## config.mk

```make
export PLATFORM = sky130hd
export DESIGN_NAME = eosc_ctrl
export DESIGN_NICKNAME = d
export VERILOG_FILES = /design/src/core/eosc_pkg.sv /design/src/core/eosc_settle.sv /design/src/core/eosc_ctrl.sv
export SDC_FILE = /design/constraint.sdc
export NUM_CORES = 1
export LEC_CHECK = 0
export ABC_AREA = 1
export BUFFER_PORTS_ARGS = -buffer_cell sky130_fd_sc_hd__buf_2
export CAP_MARGIN = 25
export CORE_AREA = 2 2 135 137
export DETAILED_ROUTE_END_ITERATION = 10
export DIE_AREA = 0 0 137 139
export PLACE_DENSITY = 0.4
export SLEW_MARGIN = 20
export SYNTH_ARGS = -nofsm -noshare
export SYNTH_HDL_FRONTEND = slang
export SYNTH_SLANG_ARGS = --single-unit
```

## constraint.sdc

```tcl
create_clock -name mclk -period 3.1 [get_ports mclk]
set_input_delay 0.465 -clock mclk [delete_from_list [all_inputs] [get_ports mclk]]
set_output_delay 0.465 -clock mclk [all_outputs]
set_load 0.03 [all_outputs]
```

## src/core/eosc_pkg.sv

```systemverilog
// Constants for the external oscillator and clock source control block.
// Assumes a single 25 MHz bus clock and an AHB-Lite master.
package eosc_pkg;
    // =====================================================
    // Register map (printed offsets are not word multiples)
    localparam logic [7:0] EOSC_IDX_EXT_CTRL = 8'hb1;
    localparam logic [7:0] EOSC_IDX_CLK_SEL = 8'ha9;
    localparam logic [7:0] EOSC_IDX_INT_CTRL = 8'hb2;
    localparam logic [7:0] EOSC_IDX_IRQ_STAT = 8'hc0;
    localparam logic [7:0] EOSC_IDX_IRQ_MASK = 8'hc1;
    localparam logic [7:0] EOSC_IDX_SETTLE = 8'hc2;
    localparam int EOSC_ADDR_W = 10;

    // =====================================================
    // Field positions and reset values
    localparam int EOSC_VLD_BIT = 7;
    localparam int EOSC_MODE_LSB = 4;
    localparam int EOSC_FREQ_LSB = 0;
    localparam int EOSC_IOSC_EN_BIT = 7;
    localparam int EOSC_IOSC_RDY_BIT = 6;
    localparam logic [7:0] EOSC_EXT_CTRL_RST = 8'h00;
    localparam logic [7:0] EOSC_CLK_SEL_RST = 8'h00;
    localparam logic [7:0] EOSC_INT_CTRL_RST = 8'h00;
    localparam logic [1:0] EOSC_SRC_EXT = 2'h1;
    localparam logic [1:0] EOSC_SRC_INT = 2'h0;

    // Interrupt status bits
    localparam int EOSC_EV_VALID = 0;
    localparam int EOSC_EV_LOST = 1;
    localparam int EOSC_EV_SWITCH = 2;

    // =====================================================
    // Timing: default crystal settle time after enable
    localparam int EOSC_CLK_MHZ = 25;
    localparam int EOSC_SETTLE_US = 1000;
    localparam int EOSC_SETTLE_CYC = EOSC_SETTLE_US * EOSC_CLK_MHZ;
    localparam int EOSC_CNT_W = 16;

    typedef enum logic [2:0] {
        EOSC_MODE_OFF0, EOSC_MODE_OFF1, EOSC_MODE_CMOS, EOSC_MODE_CMOS_DIV2,
        EOSC_MODE_RC, EOSC_MODE_CAP, EOSC_MODE_XTAL, EOSC_MODE_XTAL_DIV2
    } eosc_mode_t;
endpackage

```

## src/core/eosc_settle.sv

```systemverilog
// Crystal settle timer: counts stable external clock activity.
// Assumes osc_active is already synchronous to mclk.
module eosc_settle
    import eosc_pkg::*;
(
    // Clock and reset
    input wire logic mclk,
    input wire logic rst,
    input wire logic clk_en,
    // Control
    input wire logic start,
    input wire logic need_settle,
    input wire logic osc_active,
    input wire logic [EOSC_CNT_W-1:0] settle_cycles,
    // Status
    output logic settled
);
    logic [EOSC_CNT_W-1:0] count;

    // =====================================================
    // Counter
    always_ff @(posedge mclk or posedge rst) begin
        if (rst) begin
            count <= '0;
            settled <= 1'b0;
        end else if (clk_en) begin
            if (!start || !osc_active) begin
                // Losing activity restarts the wait
                count <= '0;
                settled <= 1'b0;
            end else if (!need_settle) begin
                settled <= 1'b1;
            end else if (count >= settle_cycles) begin
                settled <= 1'b1;
            end else begin
                count <= count + 1'b1;
            end
        end
    end
endmodule

```

## src/core/eosc_ctrl.sv

```systemverilog
// External oscillator control, clock source select and status registers.
// Assumes an AHB-Lite master on mclk; osc_active comes from the analog
// amplitude detector, asynchronous to mclk.
//
// Contract
// - Hardware sets the crystal-valid flag once the oscillator settles.
// - Only source field value 01b runs the system clock from the external one.
// - The external clock stays available to peripherals when internal is used.
// - Switching sources is glitch free when the new source is ready.
// - The internal oscillator is usable right after its enable write.
// - RC and capacitor modes need no settling wait.
//
// Implementation choice: register access over AHB-Lite.
module eosc_ctrl
    import eosc_pkg::*;
(
    // Clock and reset
    input wire logic mclk,
    input wire logic rst,
    input wire logic clk_en,
    // AHB-Lite slave
    input wire logic hsel,
    input wire logic [31:0] haddr,
    input wire logic [1:0] htrans,
    input wire logic hwrite,
    input wire logic [2:0] hsize,
    input wire logic [31:0] hwdata,
    input wire logic hready,
    output logic [31:0] hrdata,
    output logic hreadyout,
    output logic hresp,
    // Oscillator analog side
    input wire logic osc_active,
    output logic osc_enable,
    output logic [2:0] osc_mode,
    output logic [2:0] osc_freq,
    output logic osc_div2,
    output logic int_osc_enable,
    // Clock steering
    output logic [1:0] sysclk_select,
    output logic periph_ext_clk_en,
    // Interrupt
    output logic irq
);
    import eosc_pkg::*;

    logic [2:0] ext_osc_mode_field;
    logic [2:0] ext_osc_freq_ctrl;
    logic [1:0] sysclk_source_field;
    logic int_en;
    logic int_rdy;
    logic crystal_valid_flag;
    logic [2:0] irq_status;
    logic [2:0] irq_mask;
    logic [EOSC_CNT_W-1:0] settle_cycles;
    logic act_s1;
    logic act_s2;
    logic settled;
    logic valid_q;
    logic ph_valid;
    logic ph_write;
    logic [7:0] ph_idx;
    logic addr_ok;
    logic [7:0] a_idx;
    logic osc_on;
    logic need_settle;
    logic [2:0] events;
    logic wr_en;
    logic rd_stat;
    logic [7:0] rd_byte;
    logic [1:0] next_sel;

    assign a_idx = haddr[EOSC_ADDR_W-1:2];
    assign hreadyout = 1'b1;
    assign hresp = 1'b0;

    // =====================================================
    // Mode decode
    // mode decode
    assign osc_on = ext_osc_mode_field[2:1] != 2'h0;
    assign need_settle = eosc_mode_t'(ext_osc_mode_field) == EOSC_MODE_XTAL
        || eosc_mode_t'(ext_osc_mode_field) == EOSC_MODE_XTAL_DIV2;
    assign osc_div2 = ext_osc_mode_field[0] && (ext_osc_mode_field[2]
        ? ext_osc_mode_field[1] : ext_osc_mode_field[1]);
    assign osc_enable = osc_on;
    assign osc_mode = ext_osc_mode_field;
    assign osc_freq = ext_osc_freq_ctrl;
    assign int_osc_enable = int_en;
    assign periph_ext_clk_en = osc_on && crystal_valid_flag;
    assign sysclk_select = sysclk_source_field;

    // =====================================================
    // Detector synchroniser
    always_ff @(posedge mclk or posedge rst) begin
        if (rst) begin
            act_s1 <= 1'b0;
            act_s2 <= 1'b0;
        end else if (clk_en) begin
            act_s1 <= osc_active;
            act_s2 <= act_s1;
        end
    end

    eosc_settle u_settle (
        .mclk(mclk),
        .rst(rst),
        .clk_en(clk_en),
        .start(osc_on),
        .need_settle(need_settle),
        .osc_active(act_s2),
        .settle_cycles(settle_cycles),
        .settled(settled)
    );

    assign crystal_valid_flag = settled;

    // =====================================================
    // AHB address phase capture
    always_ff @(posedge mclk or posedge rst) begin
        if (rst) begin
            ph_valid <= 1'b0;
            ph_write <= 1'b0;
            ph_idx <= 8'h00;
        end else if (clk_en && hready) begin
            ph_valid <= hsel && htrans[1];
            ph_write <= hwrite;
            ph_idx <= a_idx;
        end
    end

    assign wr_en = clk_en && ph_valid && ph_write;
    assign rd_stat = clk_en && hready && hsel && htrans[1] && !hwrite
        && a_idx == EOSC_IDX_IRQ_STAT;

    // Internal oscillator ready one cycle after enable
    // immediate use
    always_ff @(posedge mclk or posedge rst) begin
        if (rst) begin
            int_rdy <= 1'b0;
        end else if (clk_en) begin
            int_rdy <= int_en;
        end
    end

    // =====================================================
    // Register writes
    // field layout
    always_ff @(posedge mclk or posedge rst) begin
        if (rst) begin
            ext_osc_mode_field <= EOSC_EXT_CTRL_RST[6:4];
            ext_osc_freq_ctrl <= EOSC_EXT_CTRL_RST[2:0];
            int_en <= EOSC_INT_CTRL_RST[EOSC_IOSC_EN_BIT];
            irq_mask <= 3'h0;
            settle_cycles <= EOSC_CNT_W'(EOSC_SETTLE_CYC);
        end else if (wr_en) begin
            unique case (ph_idx)
                EOSC_IDX_EXT_CTRL: begin
                    ext_osc_mode_field <= hwdata[EOSC_MODE_LSB +: 3];
                    ext_osc_freq_ctrl <= hwdata[EOSC_FREQ_LSB +: 3];
                end
                EOSC_IDX_INT_CTRL: int_en <= hwdata[EOSC_IOSC_EN_BIT];
                EOSC_IDX_IRQ_MASK: irq_mask <= hwdata[2:0];
                EOSC_IDX_SETTLE: settle_cycles <= hwdata[EOSC_CNT_W-1:0];
                default: ;
            endcase
        end
    end

    // =====================================================
    // Clock source select; a written switch is taken only to a ready source, the fallback to internal is taken unconditionally
    always_comb begin
        next_sel = sysclk_source_field;
        if (wr_en && ph_idx == EOSC_IDX_CLK_SEL) begin
            if (hwdata[1:0] == EOSC_SRC_EXT) begin
                if (crystal_valid_flag) begin
                    next_sel = EOSC_SRC_EXT;
                end
            end else if (int_en || int_rdy) begin
                next_sel = hwdata[1:0];
            end
        end
    end

    always_ff @(posedge mclk or posedge rst) begin
        if (rst) begin
            sysclk_source_field <= EOSC_CLK_SEL_RST[1:0];
        end else if (clk_en) begin
            // Fall back to internal if the external source dies
            if (sysclk_source_field == EOSC_SRC_EXT && !crystal_valid_flag) begin
                sysclk_source_field <= EOSC_SRC_INT;
            end else begin
                sysclk_source_field <= next_sel;
            end
        end
    end

    // =====================================================
    // Interrupt status; set wins over read clear
    always_ff @(posedge mclk or posedge rst) begin
        if (rst) begin
            valid_q <= 1'b0;
        end else if (clk_en) begin
            valid_q <= crystal_valid_flag;
        end
    end

    assign events[EOSC_EV_VALID] = crystal_valid_flag && !valid_q;
    assign events[EOSC_EV_LOST] = !crystal_valid_flag && valid_q;
    assign events[EOSC_EV_SWITCH] = next_sel != sysclk_source_field;

    always_ff @(posedge mclk or posedge rst) begin
        if (rst) begin
            irq_status <= 3'h0;
        end else if (clk_en) begin
            irq_status <= (rd_stat ? 3'h0 : irq_status) | events;
        end
    end

    assign irq = |(irq_status & irq_mask);

    // =====================================================
    // Read data
    always_comb begin
        rd_byte = 8'h00;
        unique case (a_idx)
            EOSC_IDX_EXT_CTRL: rd_byte = {crystal_valid_flag,
                ext_osc_mode_field, 1'b0, ext_osc_freq_ctrl};
            EOSC_IDX_CLK_SEL: rd_byte = {6'h00, sysclk_source_field};
            EOSC_IDX_INT_CTRL: rd_byte = {int_en, int_rdy, 6'h00};
            EOSC_IDX_IRQ_STAT: rd_byte = {5'h00, irq_status};
            EOSC_IDX_IRQ_MASK: rd_byte = {5'h00, irq_mask};
            default: rd_byte = 8'h00;
        endcase
    end

    always_ff @(posedge mclk or posedge rst) begin
        if (rst) begin
            hrdata <= 32'h0000_0000;
        end else if (clk_en && hready && hsel && htrans[1] && !hwrite) begin
            if (a_idx == EOSC_IDX_SETTLE) begin
                hrdata <= {16'h0000, settle_cycles};
            end else begin
                hrdata <= {24'h000000, rd_byte};
            end
        end
    end
endmodule

```

======== Yosys cells after proc, flatten, opt, wreduce, memory -nomap -nowiden ========
Index checks and enable logic that the tools add are counted.
word-level totals
  flip-flop bits (word level) ............. 94
  latch bits .............................. 0
  memory bits (writable) .................. 0
  memory bits (read-only) ................. 0
  input bits .............................. 76
  output and inout port bits .............. 47
  logic and storage cells ................. 84
  memories kept ........................... 0
operators by class
  add/sub/neg operators ................... 1
  multipliers ............................. 0
  divide/modulo/power cells ............... 0
  order comparisons ....................... 1
  equality and inequality tests ........... 18
  shift operators ......................... 0
  multiplexer cells ....................... 14
  bitwise gates (word level) .............. 2
  reductions and logical operators ........ 31
operators with widths
  kind                                                 count
  equality test 8 bit, second input constant           11
  two-way mux 16 bit                                   4
  case mux 8 bit (5 select lines)                      1
  adder 16 x 1 -> 16 bit, second input constant        1
  greater-or-equal comparator 16 bit                   1
  logical AND 1 bit                                    14
  two-way mux 2 bit                                    5
  AND reduction 2 bit                                  5
  equality test 3 bit, second input constant           2
  logical NOT 1 bit                                    5
  equality test 2 x 1 -> 1 bit, second input constant  2
  nonzero test 2 bit                                   2
  bitwise AND 3 bit                                    1
  logical OR 1 bit                                     3
  two-way mux 1 bit                                    3
  two-way mux 3 bit                                    1
  != test 3 bit, second input constant                 1
  bitwise OR 3 bit                                     1
  AND reduction 3 bit                                  1
  OR reduction 3 bit                                   1
  != test 2 x 1 -> 1 bit, second input constant        1
  != test 2 bit                                        1

======== Longest topological paths before layout ========
Gate-level depths: netlist of the first run.
  depth after elaboration ................. 7
  mapped depth ............................ 15
  depth with buffers taken out ............ 14

======== Cells and area by module ========
From an unflattened synthesis of the first run, not the netlist that was laid out.
second synthesis, totals
  cells, all modules ...................... 613
  area, all modules ....................... 4,779.6 µm²
modules (own cells, without submodules)
  module       instances  cells an instance  area an instance (µm²)  seq. area each (µm²)
  eosc_ctrl    1          385                3,143.0                 1,534.0
  eosc_settle  1          228                1,636.6                 425.4

======== Worst setup path after synthesis of the first run ========
OpenSTA, ideal clock, no wires.
  path type ............................... flip-flop to flip-flop
  start point ............................. reg settle_cycles[13]
  end point ............................... reg u_settle.count[9]
  library setup time ...................... 0.117 ns
  arrival ................................. 1.720 ns
  data required time ...................... 2.983 ns
  slack ................................... 1.264 ns
  stages on the path, launching flop included .. 12
  path buffers ............................ 1
  clock period less this slack ............ 1.836 ns
  cells stage by stage .................... dfstp_2 > inv_1 > ha_1 > nand2_1 > inv_1 > o21ai_0 > nand2_1 > nor2_2 > nand3_4 > buf_2 > nand3_1 > nand2_1
on the way
  longest elaborated chain between the ends .. 3
RTL lines
  element                                  RTL line           source
  start: declaration                       eosc_ctrl.sv:55    logic [EOSC_CNT_W-1:0] settle_cycles;
  start signal: assignment                 eosc_ctrl.sv:154   settle_cycles <= EOSC_CNT_W'(EOSC_SETTLE_CYC);
  start signal: assignment                 eosc_ctrl.sv:163   EOSC_IDX_SETTLE: settle_cycles <= hwdata[EOSC_CNT_W-1:0];
  greater-or-equal comparator 16 bit       eosc_settle.sv:33  end else if (count >= settle_cycles) begin
  != test 2 x 1 -> 1 bit (no source line)  -
  AND reduction 3 bit (no source line)     -
  end signal: assignment                   eosc_settle.sv:36  count <= count + 1'b1;
  end: declaration                         eosc_settle.sv:18  logic [EOSC_CNT_W-1:0] count;
No other way between the ends.
A chain may end at the register's enable or synchronous reset.

======== Worst setup path after layout of the first run ========
  start point ............................. reg settle_cycles[13]
  end point ............................... reg u_settle.count[4]
The elaborated chain is that of the path after synthesis.

==> impl_metrics.csv, run 1 <==
group,metric,value,unit
floorplanning,pin_count,123,
clocking,cts_resized,0,
global_routing,antenna_found_initial,0,
power_and_ir_drop,cellPowerDensity,461.4,nW/µm²
power_and_ir_drop,p_int,1.705,mW
floorplanning,initial_utilization,0.2460,
finish,final_common_cell,"nand2_1",
place,place_worst_setup_slack,0.9383,ns
global_routing,grt_overflow,0,
place,hpwl,8754,µm
clocking,clock_sink_count,78,
worst_setup_path,end_kind,"flip-flop",
logic_synthesis,synth_seq_cells,78,
clocking,cts_buffers,9,
global_routing,grt_pass1_vias,3607,
clocking,clock_path_buffers,2,
logic_synthesis,synth_edf_count,0,
clocking,post_cts_buffers,0,
floorplanning,die_area,19040,µm²
power_and_ir_drop,seqPwrFrac,0.469,
finish,fin_area,5112,µm²
finish,drive_gt1_frac,0.1613,
worst_setup_path,crit_arrival,2.39,ns
place,dp.cells,839,
timing,max_freq,471.1,MHz
worst_setup_path,r2r_slack,0.98,ns
clocking,htree_levels,3,
clocking,cts_tree,"done",
logic_synthesis,ys_types,42,
worst_setup_path,crit_type,"reg -> reg",
timing,holdWs,0.1780,ns
power_and_ir_drop,p_sw,653.6,µW
route,drcViolationCount,0,
worst_setup_path,timing.rr.start,"settle_cycles[13]",
timing,relSlewSlack,0.3643,
route,ant_nets,0,
clocking,clock_latency,0.34,ns
place,dpl_cell_area,4843,µm²
worst_setup_path,worstPathRequired,3.37,ns
place,gp_congestion,0.8168,
logic_synthesis,synth_area,4344,µm²
place,io_buffers,60,
floorplanning,placeableCoreArea,17660,µm²
global_routing,grt_pass1_wl,18780,µm
timing,skew,0.006635,ns
route,wl,11350,µm
finish,area_growth,17.68,%
logic_synthesis,ys_seq_area_frac,0.4510,
worst_setup_path,cp-startpoint,"settle_cycles[13]",
logic_synthesis,avgSynthCellArea,7.785,µm²
timing,setup_slack,0.9773,ns
power_and_ir_drop,p_sw_frac,0.2771,
global_routing,track_usage,0.1255,
status,status,"finished clean",
logic_synthesis,synthCells,558,
power_and_ir_drop,peakVddDrop,0.2294,mV
timing,drv_slew,0,
logic_synthesis,ys.flop_type,"dfrtp_1",
finish,nNetsFinal,714,
worst_setup_path,r2r_cells,11,
worst_setup_path,cp_max_fo,18,
worst_setup_path,worstSetupStartpointType,"flip-flop",
timing,fin_crit,2.123,ns
route,dr_total_vias,3733,
floorplanning,die_y,139,µm
finish,finalNonFillerCells,855,
timing,setup_violations,0,
global_routing,grt_max_degree,33,
route,drt_first_pass_iters,4,
finish,diodes,0,
logic_synthesis,synthArstFlopShare,1.000,
worst_setup_path,cp-endpoint,"u_settle.count[4]",
timing,tightest_slew,0.9463,ns
clocking,cts-root-buf,"clkbuf_16",
timing,rsz0062_at_grt,"false",
finish,fill_cells,1941,
timing,finalCritPeriodShare,0.6847,
power_and_ir_drop,leakagePower,2.642,nW
finish,layout_common_cells,"nand2_1, dfrtp_1, inv_1, buf_2, nor2_1",
route,wl_per_cell,13.28,µm
timing,final.setup.tns,0,ns
power_and_ir_drop,comb_power_share,0.114,
logic_synthesis,yosysWarnings,0,
floorplanning,die_width,137,µm
worst_hold_path,hold_path_class,"in -> async",
power_and_ir_drop,power.share.clock,0.417,
worst_setup_path,rr_endpoint,"u_settle.count[4]",
run,cap_violations,0,
floorplanning,core.rowCount,49,
route,vias_per_cell,4.366,
route,first_iter_violations,183,
clocking,clk_pin_slew,0.06,ns
timing,hold_viol,0,
clocking,cts_hold_buffers,0,
==> stage by stage <==
stage          power [mW]  utilization
3_5_place_dp        1.396       0.2743
3_3_place_gp        1.391       0.2743
5_1_grt             2.465       0.2895
6_report            2.359       0.2895
4_1_cts             2.391       0.2895
2_1_floorplan       1.318            -
==> cell usage after synthesis, drive strengths merged (2+ instances only) <==
cell,n,share of area
nor2,46,0.040
o211ai,3,0.0052
buf,27,0.043
inv,72,0.062
clkbuf,4,0.0035
nand3,44,0.054
o21ai,49,0.056
dfrtp,72,0.41
xor2,4,0.0081
nand3b,2,0.0035
nand2,148,0.13
a21oi,23,0.026
xnor2,3,0.0060
nand4,6,0.0086
nor3,13,0.020
nor3b,2,0.0035
ha,17,0.049
a41oi,2,0.0040
conb,2,0.0017
o22a,2,0.0040
o22ai,2,0.0029
dfstp,6,0.036
==> power groups by stage <==
| stage | clock, mW | combinational [mW] | sequential [mW] |
|---|---|---|---|
| after floorplan | 0 | 0.165 | 1.15 |
| after global placement | 0 | 0.269 | 1.12 |
| after detailed placement | 0 | 0.272 | 1.12 |
| after CTS | 1.01 | 0.273 | 1.11 |
| after global routing | 1.05 | 0.303 | 1.11 |
| final | 0.985 | 0.268 | 1.11 |
==> routing by layer <==
metal,track usage,part of all wire,vias to the layer above
li1,-,-,1897
met1,0.1804,0.51,1751
met2,0.1896,0.45,71
met3,0.01389,0.026,14
met4,0.05372,0.021,0
met5,0,0,-
==> state kept, by name, indices dropped and copies added (netlist names), 2 cells and up <==
signal	cells
u_settle.count	16
irq_status	3
settle_cycles	16
irq_mask	3
hrdata	16
osc_mode	3
osc_freq	3
ph_idx	8
sysclk_select	2
==> worst min path at each step <==
| stage | cells after the start | end | start |
|---|---|---|---|
| global route | 2 | hrdata[9] | rst |
| detailed placement | 1 | ph_valid | ph_valid |
| floorplan | 1 | ph_valid | ph_valid |
| finish | 2 | hrdata[9] | rst |
| CTS | 2 | settle_cycles[9] | rst |
| global placement | 1 | ph_valid | ph_valid |
==> critical path: stages (launching register included) <==
cell     delay (ns)
dfstp_2        0.51
inv_1          0.07
ha_1           0.31
nand2_1        0.07
inv_1          0.03
o21ai_0        0.14
nand2_1        0.09
nor2_2         0.21
nand3_4        0.25
nand2_4        0.24
nand2_1        0.08
nand2_1        0.06
==> cell type report <==
class                   count  area, µm²  share of cell area
repair buffers             67      352.8             0.06902
multi-input cells         393       1974              0.3862
flip-flops and latches     78       1959              0.3833
inverters                  72      270.3             0.05286
well taps                 229      286.5             0.05605
clock inverters             4      22.52            0.004405
clock buffers              12      246.5             0.04821
==> cells by family (layout without fill, tap and decap cells) <==
logic type | after synthesis | count (layout) | share of synthesized area
AO/OA/AOI/OAI | 87 | 87 | 0.1109
XOR/XNOR | 7 | 7 | 0.01411
adder cells (fa/ha/maj) | 17 | 17 | 0.04896
buffers and inverters | 103 | 155 | 0.1083
flip-flops | 78 | 78 | 0.4510
multiplexers | 1 | 1 | 0.002592
other | 2 | 18 | 0.001729
AND/OR/NAND/NOR | 263 | 263 | 0.2624
No activity file was read; power rests on OpenSTA's default activity.
==> inputs of run 2 (changes only) <==
--- a/config.mk
+++ b/config.mk
@@ -11,7 +11,7 @@
 export CORE_AREA = 2 2 135 137
 export DETAILED_ROUTE_END_ITERATION = 10
 export DIE_AREA = 0 0 137 139
-export PLACE_DENSITY = 0.4
+export PLACE_DENSITY = 0.41
 export SLEW_MARGIN = 20
 export SYNTH_ARGS = -nofsm -noshare
 export SYNTH_HDL_FRONTEND = slang
==> constraint.sdc (replaced) <==
create_clock -name mclk -period 1.88 [get_ports mclk]
set_input_delay 0.282 -clock mclk [delete_from_list [all_inputs] [get_ports mclk]]
set_output_delay 0.282 -clock mclk [all_outputs]
set_load 0.03 [all_outputs]
==> impl_metrics.csv, run 2 (synthesis results as in run 1) <==
group,metric,value,unit
worst_setup_path,cp_slowest_cell,"dfstp_2",
route,vias_per_cell,4.334,
timing,skew,0.008716,ns
worst_setup_path,crit_chain,"inv_2 > ha_4 > nand2_1 > inv_1 > o21ai_2 > nand2_2 > nor2_4 > nand3_4 > buf_6 > nand3_1 > nand2_1",
global_routing,grt_overflow,0,
finish,final_common_cell,"nand2_1",
timing,relSlewSlack,0.6557,
global_routing,grt_pass1_wl,19270,µm
timing,drv_slew,0,
run,cap_violations,0,
timing,final.setup.tns,0,ns
worst_setup_path,worstSetupStartpointType,"flip-flop",
route,wl_per_cell,13.16,µm
route,first_iter_violations,339,
timing,fin_crit,1.841,ns
global_routing,track_usage,0.1282,
clocking,cts-root-buf,"clkbuf_16",
global_routing,grt_max_degree,79,
finish,fill_cells,1896,
worst_setup_path,worstPathRequired,2.10,ns
worst_setup_path,crit_type,"reg -> reg",
place,hpwl,8815,µm
worst_hold_path,hold_path_class,"in -> async",
timing,max_freq,543.3,MHz
route,ant_nets,0,
floorplanning,initial_utilization,0.2460,
worst_setup_path,end_kind,"flip-flop",
global_routing,grt_pass1_vias,3732,
route,drt_first_pass_iters,5,
clocking,htree_levels,3,
floorplanning,placeableCoreArea,17660,µm²
timing,setup_slack,0.03926,ns
floorplanning,die_area,19040,µm²
floorplanning,core.rowCount,49,
finish,area_growth,28.20,%
timing,tightest_slew,0.5126,ns
worst_setup_path,timing.rr.start,"settle_cycles[13]",
floorplanning,die_width,137,µm
power_and_ir_drop,totalPowerFinal,4.031,mW
timing,rsz0062_at_grt,"true",
status,status,"finished clean",
place,gp_congestion,0.7807,
clocking,clock_latency,0.34,ns
finish,final_util,0.3154,
route,drcViolationCount,0,
clocking,cts_tree,"done",
place,place_worst_setup_slack,-0.1601,ns
worst_setup_path,cp-startpoint,"settle_cycles[13]",
route,wl,11710,µm
timing,setup_violations,0,
clocking,clock_path_buffers,2,
worst_setup_path,crit_top_cell,"nand2_1",
timing,hold_viol,0,
clocking,clock_sink_count,78,
route,dr_total_vias,3857,
worst_setup_path,cp_max_fo,7,
floorplanning,pin_count,123,
worst_setup_path,cpPeakStageDelay,0.52,ns
power_and_ir_drop,peakVddDrop,0.3435,mV
worst_setup_path,r2r_cells,11,
clocking,clk_pin_slew,0.06,ns
finish,diodes,0,
clocking,cts_buffers,9,
finish,reg.largest.list,"hrdata: 16 flops, settle_cycles: 16 flops, u_settle.count: 16 flops",
place,io_buffers,60,
finish,layout_common_cells,"nand2_1, dfrtp_1, inv_1, buf_2, nor2_1",
power_and_ir_drop,leakagePower,2.818,nW
timing,finalCritPeriodShare,0.9791,
worst_setup_path,crit_arrival,2.06,ns
worst_setup_path,r2r_slack,0.04,ns
global_routing,antenna_found_initial,0,
finish,drive_gt1_frac,0.2451,
worst_setup_path,rr_endpoint,"u_settle.count[13]",
power_and_ir_drop,cellPowerDensity,723.9,nW/µm²
floorplanning,die_y,139,µm
finish,nNetsFinal,749,
-- run 2: worst max path at each step --
stage                    endpoint  depth (start not counted)
4_1_cts         u_settle.count[6]                         11
3_5_place_dp    u_settle.count[6]                         11
3_3_place_gp   u_settle.count[12]                         11
5_1_grt        u_settle.count[15]                         11
6_report       u_settle.count[13]                         11
2_1_floorplan   u_settle.count[9]                         11
-- run 2: area by class of cell --
type	count	area, µm²	area share
well taps	229	286.5	0.05145
flip-flops and latches	78	1961	0.3521
clock inverters	1	30.03	0.005392
multi-input cells	393	2117	0.3801
repair buffers	102	643.1	0.1155
clock buffers	15	257.7	0.04628
inverters	72	274.0	0.04920
-- run 2: critical path: cells and delay by family (launching register included) --
| family | cells | cell delay, ns |
|---|---|---|
| fa+ha+maj | 1 | 0.21 |
| flops | 1 | 0.52 |
| buf+inv | 3 | 0.29 |
| simple gates | 6 | 0.60 |
| compound gates | 1 | 0.11 |
-- run 2: repair_timing --
action,CTS,global route
buffers inserted,1,1
endpoints found under the setup margin,16,16
hold buffers,0,0
resized for setup,16,22
pin swaps,9,17
-- run 2: stage by stage --
step | cell area [µm²] | std cells | hold WS [ns]
2_1_floorplan | 4408 | 574 | 0.3958
3_3_place_gp | 5107 | 872 | 0.4458
3_5_place_dp | 5107 | 872 | 0.4496
4_1_cts | 5479 | 889 | 0.08288
5_1_grt | 5569 | 890 | 0.1083
6_report | 5569 | 890 | 0.07017
-- run 2: metal layers --
layer  up-vias  track usage  part of all wire
met1      1797       0.1904              0.51
met2        81       0.1883              0.44
li1       1969            -                 -
met3        10      0.02083             0.035
met4         0      0.04178             0.013
met5         -            0                 0
-- run 2: report_power, final --
| group | switching (mW) | internal [mW] |
|---|---|---|
| logic | 0.323 | 0.138 |
| registers | 0.0607 | 1.76 |
| clock network | 0.682 | 1.07 |
